### src/design/sts_pkg.sv
// Package for the self test and initialization sequencer.
// Assumes a 200 MHz pclk and an APB slave with 32-bit data.
package sts_pkg;
  // Register byte offsets
  localparam logic [11:0] STS_CTRL_OFS = 12'h000;
  localparam logic [11:0] STS_STAT_OFS = 12'h004;
  localparam logic [11:0] STS_CFG_OFS = 12'h008;
  localparam logic [11:0] STS_ID_OFS = 12'h00c;
  // Control register fields
  localparam int STS_CTRL_RESET_BIT = 0;
  localparam int STS_CTRL_INHIBIT_BIT = 1;
  localparam int STS_CTRL_ACTIVATE_BIT = 2;
  localparam int STS_CTRL_RM_BIT = 3;
  // Status register fields
  localparam int STS_STAT_PASSED_BIT = 0;
  localparam int STS_STAT_READY_BIT = 1;
  localparam int STS_STAT_ACCESS_BIT = 2;
  localparam int STS_STAT_ACTIVE_BIT = 3;
  localparam int STS_STAT_STATE_LSB = 4;
  localparam int STS_STAT_TIMEOUT_BIT = 8;
  // Configuration register fields
  localparam int STS_CFG_LADDR_LSB = 0;
  localparam int STS_CFG_OFFSET_LSB = 8;
  localparam int STS_CFG_SPACE_BIT = 24;
  // Arbitrary identity value, not tied to any maker
  localparam logic [31:0] STS_ID_VALUE = 32'h0000_5a5a;
  localparam logic [7:0] STS_LADDR_RESET = 8'hff;
  // Time limit for init plus self test
  localparam real STS_LIMIT_S = 4.9;
  localparam real STS_CLK_HZ = 200.0e6;
  localparam int STS_LIMIT_CYC = int'(STS_LIMIT_S * STS_CLK_HZ);
  localparam int STS_TMR_W = 30;

  typedef enum logic [2:0] {
    STS_HARD_RESET = 3'b000,
    STS_CFG_INIT = 3'b001,
    STS_INIT_FAILED = 3'b010,
    STS_SELF_TEST = 3'b011,
    STS_FAILED = 3'b100,
    STS_PASSED = 3'b101,
    STS_SOFT_RESET = 3'b110,
    STS_INIT_RESET = 3'b111
  } sts_state_type;
endpackage

### src/design/sts_tmr_if.sv
// Interface between the sequencer and its time limit counter.
// Assumes both ends run on pclk.
`timescale 1ns/1ps
`default_nettype none
interface sts_tmr_if;
  logic restart;
  logic run;
  logic expired;
  modport ctl (output restart, output run, input expired);
  modport tmr (input restart, input run, output expired);
endinterface
`default_nettype wire

### src/design/sts_sequencer.sv
// Self test and initialization sequencer with an APB register slave.
// Assumes APB master on pclk; init/test results come from device logic.
//
// Behaviour
// Hard reset: inactive, failure line low, LED on
// Init plus self test within 4.9 seconds
// Init failing before access enabled stays put
// Before access: passed 0, ready 1, fail asserted
// Self test: only reset/inhibit accepted, bits cleared
// Self test ends in failed or passed
// Init failing after access: init-failed state
// Failed: bits clear, fail asserted, reset exits
// Passed: release failure line, passed set
// Reset bit set enters soft reset
// Soft reset drops interrupts, bus requests
// Init-reset from init-failed; clearing restarts phase
// Reset release starts init or self test
// Failure line from passed and inhibit bits
// Implement the five mandatory states
// Without init sequence, never assert failure
// Identity registers valid before self test
// Early self test keeps ready at one
// Comms ready before passed; dead goes failed
// Register access stays enabled; soft reset keeps config
// Logical address frozen after init-failed/self test
// Stay deactivated until commander activates
// Deactivated: no interrupt, no bus transfer
// After init: enable access, clear ready, test
// Limit counter on own clock, restarted on reset; here it runs on pclk
//
// The APB slave port and the register offsets were chosen for this implementation.
`timescale 1ns/1ps
`default_nettype none
module sts_sequencer #(
  parameter bit HAS_INIT_SEQ = 1'b1,
  parameter bit HAS_CFG_INIT = 1'b1,
  parameter int LIMIT_CYC = sts_pkg::STS_LIMIT_CYC
) (
  input wire logic pclk,
  input wire logic presetn,
  input wire logic system_reset_asserted,
  input wire logic psel,
  input wire logic penable,
  input wire logic pwrite,
  input wire logic [11:0] paddr,
  input wire logic [31:0] pwdata,
  output logic [31:0] prdata,
  output logic pready,
  output logic pslverr,
  input wire logic cfg_access_en,
  input wire logic cfg_init_done,
  input wire logic cfg_init_fail,
  input wire logic test_pass,
  input wire logic test_fail,
  input wire logic comm_ready,
  input wire logic dead,
  input wire logic irq_req,
  input wire logic bus_req,
  input wire logic [7:0] cfg_laddr,
  output logic sysfail_o,
  output logic sysfail_oe_n,
  output logic failed_led,
  output logic irq_out,
  output logic bus_req_out,
  output logic self_test_run
);
  import sts_pkg::*;

  typedef struct packed {
    sts_state_type state;
    logic reset_bit;
    logic inhibit;
    logic active;
    logic rm;
    logic passed;
    logic ready;
    logic access;
    logic timeout;
    logic system_reset_asserted_seen;
    logic [7:0] laddr;
    logic laddr_lock;
    logic [15:0] offset;
    logic space_active;
    logic [31:0] prdata;
    logic pready;
    logic pslverr;
    logic sysfail_o;
    logic sysfail_oe_n;
    logic failed_led;
    logic irq_out;
    logic bus_req_out;
    logic self_test_run;
  } sts_st_type;

  sts_st_type st_q;
  sts_st_type st_d;
  sts_tmr_if tmr_bus();
  logic setup;
  logic wr_ctrl;
  logic wr_cfg;
  logic rst_set;
  logic rst_clr;
  logic full_cmds;
  logic [31:0] rdata;
  logic map_hit;

  sts_limit_timer #(
    .LIMIT_CYC(LIMIT_CYC)
  ) u_timer (
    .pclk(pclk),
    .presetn(presetn),
    .tmr(tmr_bus)
  );

  assign setup = psel && !penable;
  assign wr_ctrl = setup && pwrite && (paddr == STS_CTRL_OFS);
  assign wr_cfg = setup && pwrite && (paddr == STS_CFG_OFS);
  assign rst_set = wr_ctrl && pwdata[STS_CTRL_RESET_BIT] && !st_q.reset_bit;
  assign rst_clr = wr_ctrl && !pwdata[STS_CTRL_RESET_BIT] && st_q.reset_bit;
  // Commands beyond reset and inhibit only once passed
  assign full_cmds = (st_q.state == STS_PASSED);
  assign map_hit = (paddr == STS_CTRL_OFS) || (paddr == STS_STAT_OFS) ||
                   (paddr == STS_CFG_OFS) || (paddr == STS_ID_OFS);

  always_comb begin
    rdata = 32'h0000_0000;
    case (paddr)
      STS_CTRL_OFS: begin
        rdata[STS_CTRL_RESET_BIT] = st_q.reset_bit;
        rdata[STS_CTRL_INHIBIT_BIT] = st_q.inhibit;
        rdata[STS_CTRL_ACTIVATE_BIT] = st_q.active;
        rdata[STS_CTRL_RM_BIT] = st_q.rm;
      end
      STS_STAT_OFS: begin
        rdata[STS_STAT_PASSED_BIT] = st_q.passed;
        rdata[STS_STAT_READY_BIT] = st_q.ready;
        rdata[STS_STAT_ACCESS_BIT] = st_q.access;
        rdata[STS_STAT_ACTIVE_BIT] = st_q.active;
        rdata[STS_STAT_STATE_LSB +: 3] = st_q.state;
        rdata[STS_STAT_TIMEOUT_BIT] = st_q.timeout;
      end
      STS_CFG_OFS: begin
        rdata[STS_CFG_LADDR_LSB +: 8] = st_q.laddr;
        rdata[STS_CFG_OFFSET_LSB +: 16] = st_q.offset;
        rdata[STS_CFG_SPACE_BIT] = st_q.space_active;
      end
      STS_ID_OFS: begin
        rdata = STS_ID_VALUE;
      end
      default: begin
        rdata = 32'h0000_0000;
      end
    endcase
  end

  always_comb begin
    st_d = st_q;
    tmr_bus.restart = 1'b0;
    tmr_bus.run = 1'b0;
    // APB: answer in the access phase right after setup
    st_d.pready = setup;
    st_d.pslverr = setup && (!map_hit || !st_q.access);
    st_d.prdata = (setup && !pwrite && st_q.access) ? rdata : 32'h0000_0000;
    if (st_q.access && wr_ctrl) begin
      st_d.reset_bit = pwdata[STS_CTRL_RESET_BIT];
      st_d.inhibit = pwdata[STS_CTRL_INHIBIT_BIT];
      if (full_cmds) begin
        st_d.active = pwdata[STS_CTRL_ACTIVATE_BIT];
        st_d.rm = pwdata[STS_CTRL_RM_BIT];
      end
    end
    if (st_q.access && wr_cfg && full_cmds) begin
      st_d.offset = pwdata[STS_CFG_OFFSET_LSB +: 16];
      st_d.space_active = pwdata[STS_CFG_SPACE_BIT];
    end
    if (tmr_bus.expired) begin
      st_d.timeout = 1'b1;
    end
    case (st_q.state)
      STS_HARD_RESET: begin
        st_d.passed = !HAS_INIT_SEQ;
        st_d.ready = 1'b0;
        st_d.reset_bit = 1'b0;
        st_d.inhibit = 1'b0;
        st_d.active = 1'b0;
        st_d.system_reset_asserted_seen = 1'b1;
        if (!system_reset_asserted && st_q.system_reset_asserted_seen) begin
          tmr_bus.restart = 1'b1;
          st_d.timeout = 1'b0;
          st_d.state = HAS_CFG_INIT ? STS_CFG_INIT : STS_SELF_TEST;
          st_d.access = !HAS_CFG_INIT;
          st_d.laddr_lock = !HAS_CFG_INIT;
          st_d.laddr = cfg_laddr;
        end
      end
      STS_CFG_INIT: begin
        tmr_bus.run = 1'b1;
        if (!st_q.laddr_lock) begin
          st_d.laddr = cfg_laddr;
        end
        if (cfg_access_en && !st_q.access) begin
          st_d.access = 1'b1;
          st_d.passed = 1'b0;
          st_d.ready = 1'b1;
          st_d.reset_bit = 1'b0;
          st_d.inhibit = 1'b0;
        end
        if (st_q.access && rst_set) begin
          st_d.state = STS_INIT_RESET;
          st_d.active = 1'b0;
        end else if (cfg_init_fail) begin
          if (st_q.access || cfg_access_en) begin
            st_d.state = STS_INIT_FAILED;
            st_d.access = 1'b1;
            st_d.ready = 1'b1;
            st_d.laddr_lock = 1'b1;
          end
        end else if (cfg_init_done) begin
          st_d.access = 1'b1;
          st_d.ready = 1'b0;
          st_d.laddr_lock = 1'b1;
          st_d.state = STS_SELF_TEST;
        end
      end
      STS_INIT_FAILED: begin
        st_d.passed = 1'b0;
        st_d.ready = 1'b1;
        if (rst_set) begin
          st_d.state = STS_INIT_RESET;
          st_d.active = 1'b0;
        end
      end
      STS_SELF_TEST: begin
        tmr_bus.run = 1'b1;
        st_d.passed = 1'b0;
        st_d.ready = 1'b0;
        if (rst_set) begin
          st_d.state = STS_SOFT_RESET;
          st_d.active = 1'b0;
        end else if (test_fail || tmr_bus.expired) begin
          st_d.state = STS_FAILED;
        end else if (test_pass && comm_ready) begin
          st_d.state = STS_PASSED;
          st_d.passed = 1'b1;
        end
      end
      STS_FAILED: begin
        st_d.passed = !HAS_INIT_SEQ;
        st_d.ready = 1'b0;
        if (rst_set) begin
          st_d.state = STS_SOFT_RESET;
          st_d.active = 1'b0;
        end
      end
      STS_PASSED: begin
        st_d.passed = 1'b1;
        if (rst_set) begin
          st_d.state = STS_SOFT_RESET;
          st_d.active = 1'b0;
        end else if (dead) begin
          st_d.state = STS_FAILED;
          st_d.passed = !HAS_INIT_SEQ;
        end
      end
      STS_SOFT_RESET: begin
        st_d.passed = !HAS_INIT_SEQ;
        st_d.ready = 1'b0;
        st_d.active = 1'b0;
        if (rst_clr) begin
          tmr_bus.restart = 1'b1;
          st_d.timeout = 1'b0;
          st_d.state = STS_SELF_TEST;
        end
      end
      STS_INIT_RESET: begin
        st_d.passed = !HAS_INIT_SEQ;
        st_d.ready = 1'b1;
        st_d.active = 1'b0;
        if (rst_clr) begin
          tmr_bus.restart = 1'b1;
          st_d.timeout = 1'b0;
          st_d.laddr_lock = 1'b1;
          st_d.state = STS_CFG_INIT;
        end
      end
      default: begin
        st_d.state = STS_HARD_RESET;
      end
    endcase
    // Soft reset never touches logical address, access, offset or space
    if (system_reset_asserted) begin
      st_d.state = STS_HARD_RESET;
      st_d.access = 1'b0;
      st_d.laddr_lock = 1'b0;
      st_d.active = 1'b0;
      st_d.passed = !HAS_INIT_SEQ;
      st_d.ready = 1'b0;
      st_d.reset_bit = 1'b0;
      st_d.inhibit = 1'b0;
      st_d.rm = 1'b0;
      st_d.laddr = STS_LADDR_RESET;
      st_d.offset = 16'h0000;
      st_d.space_active = 1'b0;
      st_d.system_reset_asserted_seen = 1'b1;
    end
    // Failure line follows passed and inhibit; LED follows passed only
    st_d.sysfail_o = 1'b0;
    st_d.sysfail_oe_n = !(HAS_INIT_SEQ && !st_d.passed &&
                          !st_d.inhibit);
    st_d.failed_led = HAS_INIT_SEQ && !st_d.passed;
    // Deactivated or reset-like states keep requests off
    st_d.irq_out = irq_req && st_d.active &&
                   (st_d.state == STS_PASSED);
    st_d.bus_req_out = bus_req && st_d.active &&
                       (st_d.state == STS_PASSED);
    st_d.self_test_run = (st_d.state == STS_SELF_TEST) ||
                         (st_d.state == STS_CFG_INIT && st_d.ready);
  end

  always_ff @(posedge pclk or negedge presetn) begin
    if (!presetn) begin
      st_q <= '0;
      st_q.laddr <= STS_LADDR_RESET;
      // Without the init sequence the line is never driven
      st_q.passed <= !HAS_INIT_SEQ;
      st_q.sysfail_oe_n <= !HAS_INIT_SEQ;
      st_q.failed_led <= HAS_INIT_SEQ;
    end else begin
      st_q <= st_d;
    end
  end

  assign prdata = st_q.prdata;
  assign pready = st_q.pready;
  assign pslverr = st_q.pslverr;
  assign sysfail_o = st_q.sysfail_o;
  assign sysfail_oe_n = st_q.sysfail_oe_n;
  assign failed_led = st_q.failed_led;
  assign irq_out = st_q.irq_out;
  assign bus_req_out = st_q.bus_req_out;
  assign self_test_run = st_q.self_test_run;
endmodule
`default_nettype wire

### src/design/sts_limit_timer.sv
// Counter that flags when the init plus self test window has run out.
// Assumes pclk at the package rate; limit is a parameter for simulation.
`timescale 1ns/1ps
`default_nettype none
module sts_limit_timer
  import sts_pkg::*;
#(
  parameter int LIMIT_CYC = STS_LIMIT_CYC
) (
  input wire logic pclk,
  input wire logic presetn,
  sts_tmr_if.tmr tmr
);
  typedef struct packed {
    logic [STS_TMR_W-1:0] cnt;
    logic expired;
  } sts_tmr_st_type;

  localparam logic [STS_TMR_W-1:0] LIMIT_M1 = STS_TMR_W'(LIMIT_CYC - 1);

  sts_tmr_st_type st_q;
  sts_tmr_st_type st_d;

  // Clocked by pclk, restarted at each reset release or reset bit clear
  always_comb begin
    st_d = st_q;
    if (tmr.restart) begin
      st_d.cnt = '0;
      st_d.expired = 1'b0;
    end else if (tmr.run && !st_q.expired) begin
      if (st_q.cnt == LIMIT_M1) begin
        st_d.expired = 1'b1;
      end else begin
        st_d.cnt = st_q.cnt + 1'b1;
      end
    end
  end

  always_ff @(posedge pclk or negedge presetn) begin
    if (!presetn) begin
      st_q <= '0;
    end else begin
      st_q <= st_d;
    end
  end

  assign tmr.expired = st_q.expired;
endmodule
`default_nettype wire

### config.mk
export PLATFORM = sky130hd
export DESIGN_NAME = sts_sequencer
export DESIGN_NICKNAME = d
export VERILOG_FILES = /design/src/design/sts_pkg.sv /design/src/design/sts_tmr_if.sv /design/src/design/sts_sequencer.sv /design/src/design/sts_limit_timer.sv
export SDC_FILE = /design/constraint.sdc
export NUM_CORES = 1
export LEC_CHECK = 0
export BUFFER_PORTS_ARGS = -buffer_cell sky130_fd_sc_hd__buf_2
export CAP_MARGIN = 20
export CORE_AREA = 2 2 124 126
export CTS_CLUSTER_DIAMETER = 200
export DETAILED_ROUTE_END_ITERATION = 12
export DIE_AREA = 0 0 126 128
export GPL_ROUTABILITY_DRIVEN = 0
export PLACE_DENSITY = 0.66
export RECOVER_POWER = 100
export SYNTH_ARGS = -nofsm -noshare
export SYNTH_HDL_FRONTEND = slang
export SYNTH_SLANG_ARGS = --single-unit
### constraint.sdc
create_clock -name pclk -period 3.8 [get_ports pclk]
set_input_delay 0 -clock pclk [delete_from_list [all_inputs] [get_ports pclk]]
set_output_delay 0 -clock pclk [all_outputs]
set_load 0.02 [all_outputs]
* After elaboration in Yosys (flattened, before gate mapping)
Cells that the tools add are included.
Cells by class: add/subtract/negate cells 1, multiply operators 0, div/mod/pow operators 0, order comparisons 0, equal/unequal tests 21, shifts and indexed selects 0, muxes and demuxes 66, bitwise gates (word level) 0, reductions and logical operators 66
Operator list (count):
- two-way mux 31 bit | 2
- two-way mux 3 bit | 15
- one-hot mux 16 bit (2 select lines) | 1
- adder 30 x 1 -> 30 bit (second input constant) | 1
- equality test 30 bit (second input constant) | 1
- two-way mux 30 bit | 1
- two-way mux 27 bit | 1
- logical AND 1 bit | 25
- two-way mux 25 bit | 1
- equality test 12 x 4 -> 1 bit (second input constant) | 2
- one-hot mux 3 bit (8 select lines) | 1
- two-way mux 1 bit | 20
- two-way mux 17 bit | 1
- one-hot mux 4 bit (4 select lines) | 1
- one-hot mux 8 bit (2 select lines) | 1
- equality test 3 bit (second input constant) | 5
- two-way mux 2 bit | 7
- equality test 12 x 3 -> 1 bit (second input constant) | 1
- logical NOT 12 bit | 1
- inequality test 3 bit (second input constant) | 4
- nonzero test 2 bit | 6
- logical NOT 1 bit | 11
- two-way mux 10 bit | 1
- equality test 3 x 2 -> 1 bit (second input constant) | 3
- other kinds (22) | 41
Word-level totals: flip-flop bits (word level) 101, bits in latches 0, memory bits (writable) 0, memory bits (read-only) 0, output and inout bits 40, word-level logic and storage cells 178, memories 0

* Longest topological paths before layout
Gate-level depths: netlist of run 1.
depth after elaboration 13, mapped depth 9, depth with buffers taken out 7

* Hierarchy
From an unflattened synthesis of run 1, not the netlist that was laid out.
Second synthesis, totals: cells, all modules 571, area total of the unflattened synthesis 5295.1 um^2
Modules (own cells, without submodules):
- sts_sequencer | instances 1, cells each 388, area an instance 3583.4 um^2
- sts_limit_timer | instances 1, cells each 183, area an instance 1711.6 um^2

* Least setup slack after synthesis of run 1
Ideal clock, no wire load.
path kind reg-to-reg, start register st_q[75] in the netlist's numbering, end register u_timer.st_q[29] in the netlist's numbering, library setup time 0.130 ns, arrival time 1.942 ns, slack 1.729 ns, stages on the path, launching flop included 8, path buffers 1, clock period less this slack 2.071 ns, path through dfrtp_1 > buf_4 > or3b_1 > or4_4 > nor3_4 > nand4_1 > xor2_1 > nor2_2
Between the ends: longest elaborated chain between the ends 6, elaborated cells between the ends (all ways) 14, those cells by class eq/ne: 5; mux: 3; reduce/logical: 6
RTL lines:
- start, declared | line sts_sequencer.sv:95 | sts_st_type st_q;
- start signal, assigned | line sts_sequencer.sv:329 | st_q <= st_d;
- parallel branches: the longest is 6 deep, another holds equality test 3 bit
- end signal, assigned | line sts_limit_timer.sv:43 | st_q <= st_d;
- end, declared | line sts_limit_timer.sv:21 | sts_tmr_st_type st_q;
Several ways; the timed one is not identified. A chain may end at the register's enable or synchronous reset.

* Final worst setup path of run 1
start register u_timer.st_q[12] in the netlist's numbering, end register u_timer.st_q[5] in the netlist's numbering
Between the ends: longest elaborated chain between the ends 3
RTL lines:
- equality test 30 bit | line sts_limit_timer.sv:31 | if (st_q.cnt == LIMIT_M1) begin
- inequality test 2 bit (no line)
- AND reduction 2 bit (no line)
No other way between the ends.

==> flow_summary.yaml, run 1 <==
place:
  hpwlAfterDp_um: 8277
  pre_cts_slack_ps: 1120
  io_buffers: 87
clock_network:
  cts_tree: "done"
  cts_setup_buffers: 0
  clkSinkCount: 101
  cts-root-buf: "clkbuf_16"
  cts-hold-fix-buffers: 35
  cts.repair.resized: 0
  cts_inserted_buffers: 9
  clk_pin_slew_ps: 80
  clockBufferDepth: 2
  clkLatencyLatePin_ps: 350
  htree_levels: 3
routing:
  drt_wl_total_um: 11900
  dr.first_iter.drc_count: 316
  antenna_left: 0
  dr.pass1.iters: 4
  wl_per_cell_um: 14.46
  vias_per_cell: 5.013
  via_count: 4126
  drc: 0
power_and_ir_drop:
  power.switching_mw: 0.5597
  pwr-share-clk_pct: 41.1
  power_density_nw_per_um2: 364.9
  switching_share_pct: 25.59
  pwr-share-comb_pct: 8.1
  p_int_mw: 1.627
  seq_power_share_pct: 50.8
  p_leak_nw: 2.552
  ir_drop_mv: 0.2130
status:
  outcome: "complete, but fails checks"
  violations: "max-capacitance violations, max-slew violations"
synth:
  synth.avg_cell_area_um2: 9.319
  ys_async_sr_fraction_pct: 100.0
  yosys_warnings: 0
  synthAdderAreaFrac_pct: 0.2464
  synth_xor_area_share_pct: 4.656
  syn_inst: 545
  synth_top_family_by_area: "simple AND/OR/NAND/NOR gates"
  synth.ff_latch_count: 101
  yosysTopAreaCell: "dfrtp_1"
  synth_area_um2: 5079
  seq_area_frac_synth_pct: 49.99
  yosysUniqueCellTypes: 60
  ys_top_cells_by_area: "dfrtp_1 45%, nand2_1 5.8%, nor2_1 5.7%, buf_4 5.0%, dfstp_2 4.7%"
  synth-main-ff-cell: "dfrtp_1"
  synth_top_area_share_pct: 45.33
  synth-edff-count: 0
  synth_simple_gate_area_share_pct: 26.83
  yosys-mux-area-fraction_pct: 2.045
  synth_compound_area_share_pct: 8.943
floorplanning:
  ios: 107
  die_y_um: 128
  start_util_pct: 34.17
  die_w_um: 126
  die_area_um2: 16130
  core_area_um2: 14860
  rows: 45
critical_path:
  crit_top_cell: "nand4_1"
  start_kind: "register"
  cpPeakStageDelay_ps: 1280
  worstPathMaxFanout: 10
  cp_slowest_cell: "nor4_1"
  cp.arrival_ps: 3430
  crit_type: "register to register"
  worst-endpoint-required_ps: 4060
  crit_chain: "nand4_1, or4b_1, nor4_1, nor2_1, nand4_1, mux2i_1"
  crit_path_end_kind: "register"
  rrSetupSlack_ps: 630
timing:
  slew_viol_final: 88
  rsz0062_at_grt: "false"
  min_period_ps: 3167
  finalHoldViolations: 0
  finalCritPeriodShare_pct: 83.35
  setup-tns-final_ps: 0
  fmax_mhz: 315.7
  setup-violations-final: 0
  tightestPinTransition_ps: 1848
  relSlewSlack_pct: -23.17
  fin_ws_ps: 632.7
  skew_ps: 10.59
global_routing:
  overflow: 0
  gr-usage-all-layers_pct: 14.80
  grt_pass1_wl_um: 19640
  grt_max_degree: 77
  antenna_found_initial: 0
  grt_pass1_vias: 4022
final_layout:
  final_common_cell: "dfrtp_1"
  final_cell_mix: "92 x dfrtp_1, 78 x nand2_1, 77 x nor2_1"
  area.growth.synth_to_final_pct: 18.03
  register_area_um2: 2539
  fin_util_pct: 40.33
  antennaDiodeCount: 0
  multi_input_area_um2: 2157
  fillers: 1505
  layout.nets: 698
  drive_gt1_share_pct: 14.17
hold_path:
  hp-class: "input pin to register"
run:
  maxCapViolCount: 2
-- worst paths after layout --
| kind | startpoint | end | cells past startpoint |
|---|---|---|---|
| hold / removal | paddr[3] | prdata[6]$_DFF_PN0_ | 3 |
| setup / recovery | u_timer.st_q[12]$_DFFE_PN0P_ | u_timer.st_q[5]$_DFFE_PN0P_ | 6 |
| setup reg to reg | u_timer.st_q[12]$_DFFE_PN0P_ | u_timer.st_q[5]$_DFFE_PN0P_ | 6 |
| max in group asynchronous | presetn | st_q[72]$_DFF_PN0_ | 3 |
| min in group asynchronous | presetn | st_q[49]$_DFFE_PN0P_ | 2 |
| hold reg to reg | st_q[63]$_DFFE_PN1P_ | st_q[63]$_DFFE_PN1P_ | 2 |
-- final cells by class --
cell class	instances	share of cell area, %
clock buffer	9	3.757
clock inverter	7	1.127
inverter	6	0.3757
multi-input combinational	389	35.98
sequential	101	42.35
tap	188	3.924
timing repair buffer	123	12.48
-- logic make-up (layout without fill, tap and decap cells) --
family,count (synthesis),count (layout)
simple gates,269,269
flops,101,101
compound gates,74,74
buf+inv,62,145
xor+xnor,27,27
mux,10,10
fa+ha+maj,1,1
other cells,1,8
-- registers in the layout, indices dropped and copies added, names as in the netlist --
register             cells
prdata                  25
u_timer.tmr.expired      1
self_test_run            1
irq_out                  1
failed_led               1
sysfail_oe_n             1
pready                   1
pslverr                  1
bus_req_out              1
st_q                    38
u_timer.st_q            30
-- critical path: cells and delay by family (launching register included) --
kind,cells,cell delay (ps)
and+or+nand+nor,5,2450
DFF,1,430
muxes,1,190
-- power by group through the flow --
stage	sequential [mW]	clock [mW]	combinational, mW
detailed placement	1.13	0	0.153
global route	1.11	0.961	0.200
global placement	1.13	0	0.149
finish	1.11	0.899	0.178
floorplan	1.12	0	0.0933
CTS	1.11	0.922	0.182
-- Yosys cell counts, types with 5 or more instances --
cell type   n
dfrtp_1    92
nand2_1    78
nor2_1     77
buf_4      34
a21oi_1    33
and2_1     15
nor3_1     15
clkbuf_1   14
nand3_1    14
o21ai_0    14
xor2_1     14
xnor2_1    13
nand4_1    12
dfstp_2     9
nand2b_1    8
mux2i_1     7
nor4_1      7
inv_1       6
nor2b_1     6
buf_2       5
-- metrics by stage --
stage	total power [mW]	hold slack, ps	cell area (µm²)	instances
after global placement	1.280	193.9	5441	772
after floorplan	1.217	-295.6	5105	552
final	2.187	28.48	5995	823
after detailed placement	1.284	211.8	5441	772
after CTS	2.214	14.35	6085	823
after global routing	2.275	43.31	5995	823
-- routing by layer --
layer  vias to the layer above  track usage (%)  wire (µm)
li1                       1987                -          -
met1                      1995            19.70       5187
met2                       130            24.54       5829
met3                        14            3.756        725
met4                         0            3.232        155
met5                         -                0          0
Note: power is estimated with default switching activity, not from simulation.
==> inputs of run 2 (changes only) <==
==> constraint.sdc (replaced) <==
create_clock -name pclk -period 3.25 [get_ports pclk]
set_input_delay 0 -clock pclk [delete_from_list [all_inputs] [get_ports pclk]]
set_output_delay 0 -clock pclk [all_outputs]
set_load 0.02 [all_outputs]
==> run 2 against run 1 <==
Combinational power grew 21%. First-iteration DRC count decreased by 4.7%. Worst setup slack got worse by 130 ps. Clock power is 17% higher. Global-route usage is 0.40 points higher. Clock skew down 2.0 ps. Largest cell class unchanged. Maximum frequency increased by 15%. The flow still finishes with violations (max-capacitance violations, max-slew violations).
==> flow_summary.yaml, run 2 (synthesis gave the netlist of run 1 again) <==
status:
  outcome: "complete, but fails checks"
  violations: "max-capacitance violations, max-slew violations"
final_layout:
  largest_reg_flops: 38
  final_common_cell: "dfrtp_1"
  design_area_um2: 6016
  drive_gt1_share_pct: 14.33
  regMostFlops: "st_q"
  final_cell_mix: "92 x dfrtp_1, 78 x nor2_1, 78 x nand2_1"
  area.growth.synth_to_final_pct: 18.45
  antennaDiodeCount: 0
  finalNonFillerCells: 830
  layout.nets: 705
  fin_util_pct: 40.47
floorplanning:
  start_util_pct: 34.17
  die_w_um: 126
  ios: 107
  die_y_um: 128
  core_area_um2: 14860
  rows: 45
  die_area_um2: 16130
critical_path:
  critPathTopFamily: "simple AND/OR/NAND/NOR gates"
  cp_slowest_cell: "and4_1"
  worstPathMaxFanout: 17
  worst-endpoint-required_ps: 3520
  crit_path_end_kind: "register"
  cp.arrival_ps: 3020
  crit_top_cell: "nand2_1"
  crit_type: "register to register"
  start_kind: "register"
  crit_chain: "clkbuf_1, nor2b_1, nand2_1, nor4bb_1, and4_1, nand2_1, a21oi_1"
  critPathBufInv: 1
  r2r_start: "st_q[75]$_DFF_PN0_"
  cpPeakStageDelay_ps: 610
  crit_start: "st_q[75]$_DFF_PN0_"
place:
  io_buffers: 87
  postPlaceCellArea_um2: 5487
  dp.cells: 778
  hpwlAfterDp_um: 8380
routing:
  antenna_left: 0
  dr.first_iter.drc_count: 301
  wl_per_cell_um: 14.52
  drc: 0
  via_count: 4200
  vias_per_cell: 5.060
  drt_wl_total_um: 12050
  dr.pass1.iters: 5
power_and_ir_drop:
  power_density_nw_per_um2: 425.7
  switching_share_pct: 25.02
  pwr-share-clk_pct: 41.0
  power.switching_mw: 0.6408
  pwr-share-comb_pct: 8.4
  p_int_mw: 1.920
  p_leak_nw: 2.577
  seq_power_share_pct: 50.5
  ir_drop_mv: 0.2357
timing:
  fmax_mhz: 363.6
  skew_ps: 8.588
  slew_viol_final: 74
  setup-violations-final: 0
  relSlewSlack_pct: -19.01
  setup-tns-final_ps: 0
  finalCritPeriodShare_pct: 84.63
  rsz0062_at_grt: "false"
  min_period_ps: 2750
  tightestPinTransition_ps: 1785
  finalHoldViolations: 0
hold_path:
  hp-start: "paddr[3]"
  hp-class: "input pin to register"
global_routing:
  grt_max_degree: 87
  overflow: 0
  gr-usage-all-layers_pct: 15.20
  antenna_found_initial: 0
  grt_pass1_vias: 4062
  grt_pass1_wl_um: 19890
clock_network:
  clkSinkCount: 101
  cts_tree: "done"
  cts_inserted_buffers: 9
  clk_pin_slew_ps: 70
  cts_setup_buffers: 0
  clockBufferDepth: 2
  cts-root-buf: "clkbuf_16"
  htree_levels: 3
  clkLatencyLatePin_ps: 350
run:
  maxCapViolCount: 1
==> run 2: worst min-delay path, stage by stage <==
cell and delay (ps):
buf_2 170, o21ai_0 90, a21oi_1 60
==> run 2: final timing paths <==
| path | to | slack [ps] | cells after the start |
|---|---|---|---|
| min in group asynchronous | prdata[9]$_DFF_PN0_ | 200 | 2 |
| hold / removal | prdata[6]$_DFF_PN0_ | 20 | 3 |
| setup reg to reg | st_q[53]$_DFFE_PN0P_ | 500 | 7 |
| max in group asynchronous | st_q[66]$_DFFE_PN0P_ | 860 | 3 |
| hold reg to reg | st_q[58]$_DFFE_PN1P_ | 480 | 2 |
| setup / recovery | st_q[53]$_DFFE_PN0P_ | 500 | 7 |
==> run 2: what timing repair did <==
item,4_1_cts,5_1_grt
hold endpoints to repair,108,0
gates resized for setup,0,0
hold buffers,35,0
==> run 2: routing by layer <==
layer | share of wire [%] | up-vias | GRT usage, %
met3 | 6.7 | 27 | 3.673
li1 | - | 1998 | -
met5 | 0 | - | 0
met2 | 49 | 144 | 24.89
met4 | 2.4 | 0 | 5.753
met1 | 42 | 2031 | 19.58
==> run 2: stage by stage <==
stage	setup slack, ps	total power, mW	hold WS [ps]
floorplan	1179	1.423	-295.6
CTS	821.0	2.590	5.756
finish	499.6	2.561	15.29
global route	297.4	2.673	36.94
global placement	846.1	1.500	227.5
detailed placement	823.1	1.505	236.9
==> run 2: area by class of cell <==
type,count,area (µm²)
inverters,6,22.52
clock buffers,10,239.0
fillers,1501,8848
multi-input cells,389,2145
repair buffers,130,785.8
clock inverters,6,50.05
well taps,188,235.2
flip-flops and latches,101,2539
==> run 2: power groups by stage <==
stage / combinational [mW] / clock (mW) / sequential (mW)
after floorplan: 0.109 / 0 / 1.31
after global placement: 0.182 / 0 / 1.32
after detailed placement: 0.186 / 0 / 1.32
after CTS: 0.220 / 1.08 / 1.29
after global routing: 0.242 / 1.13 / 1.30
final: 0.216 / 1.05 / 1.29
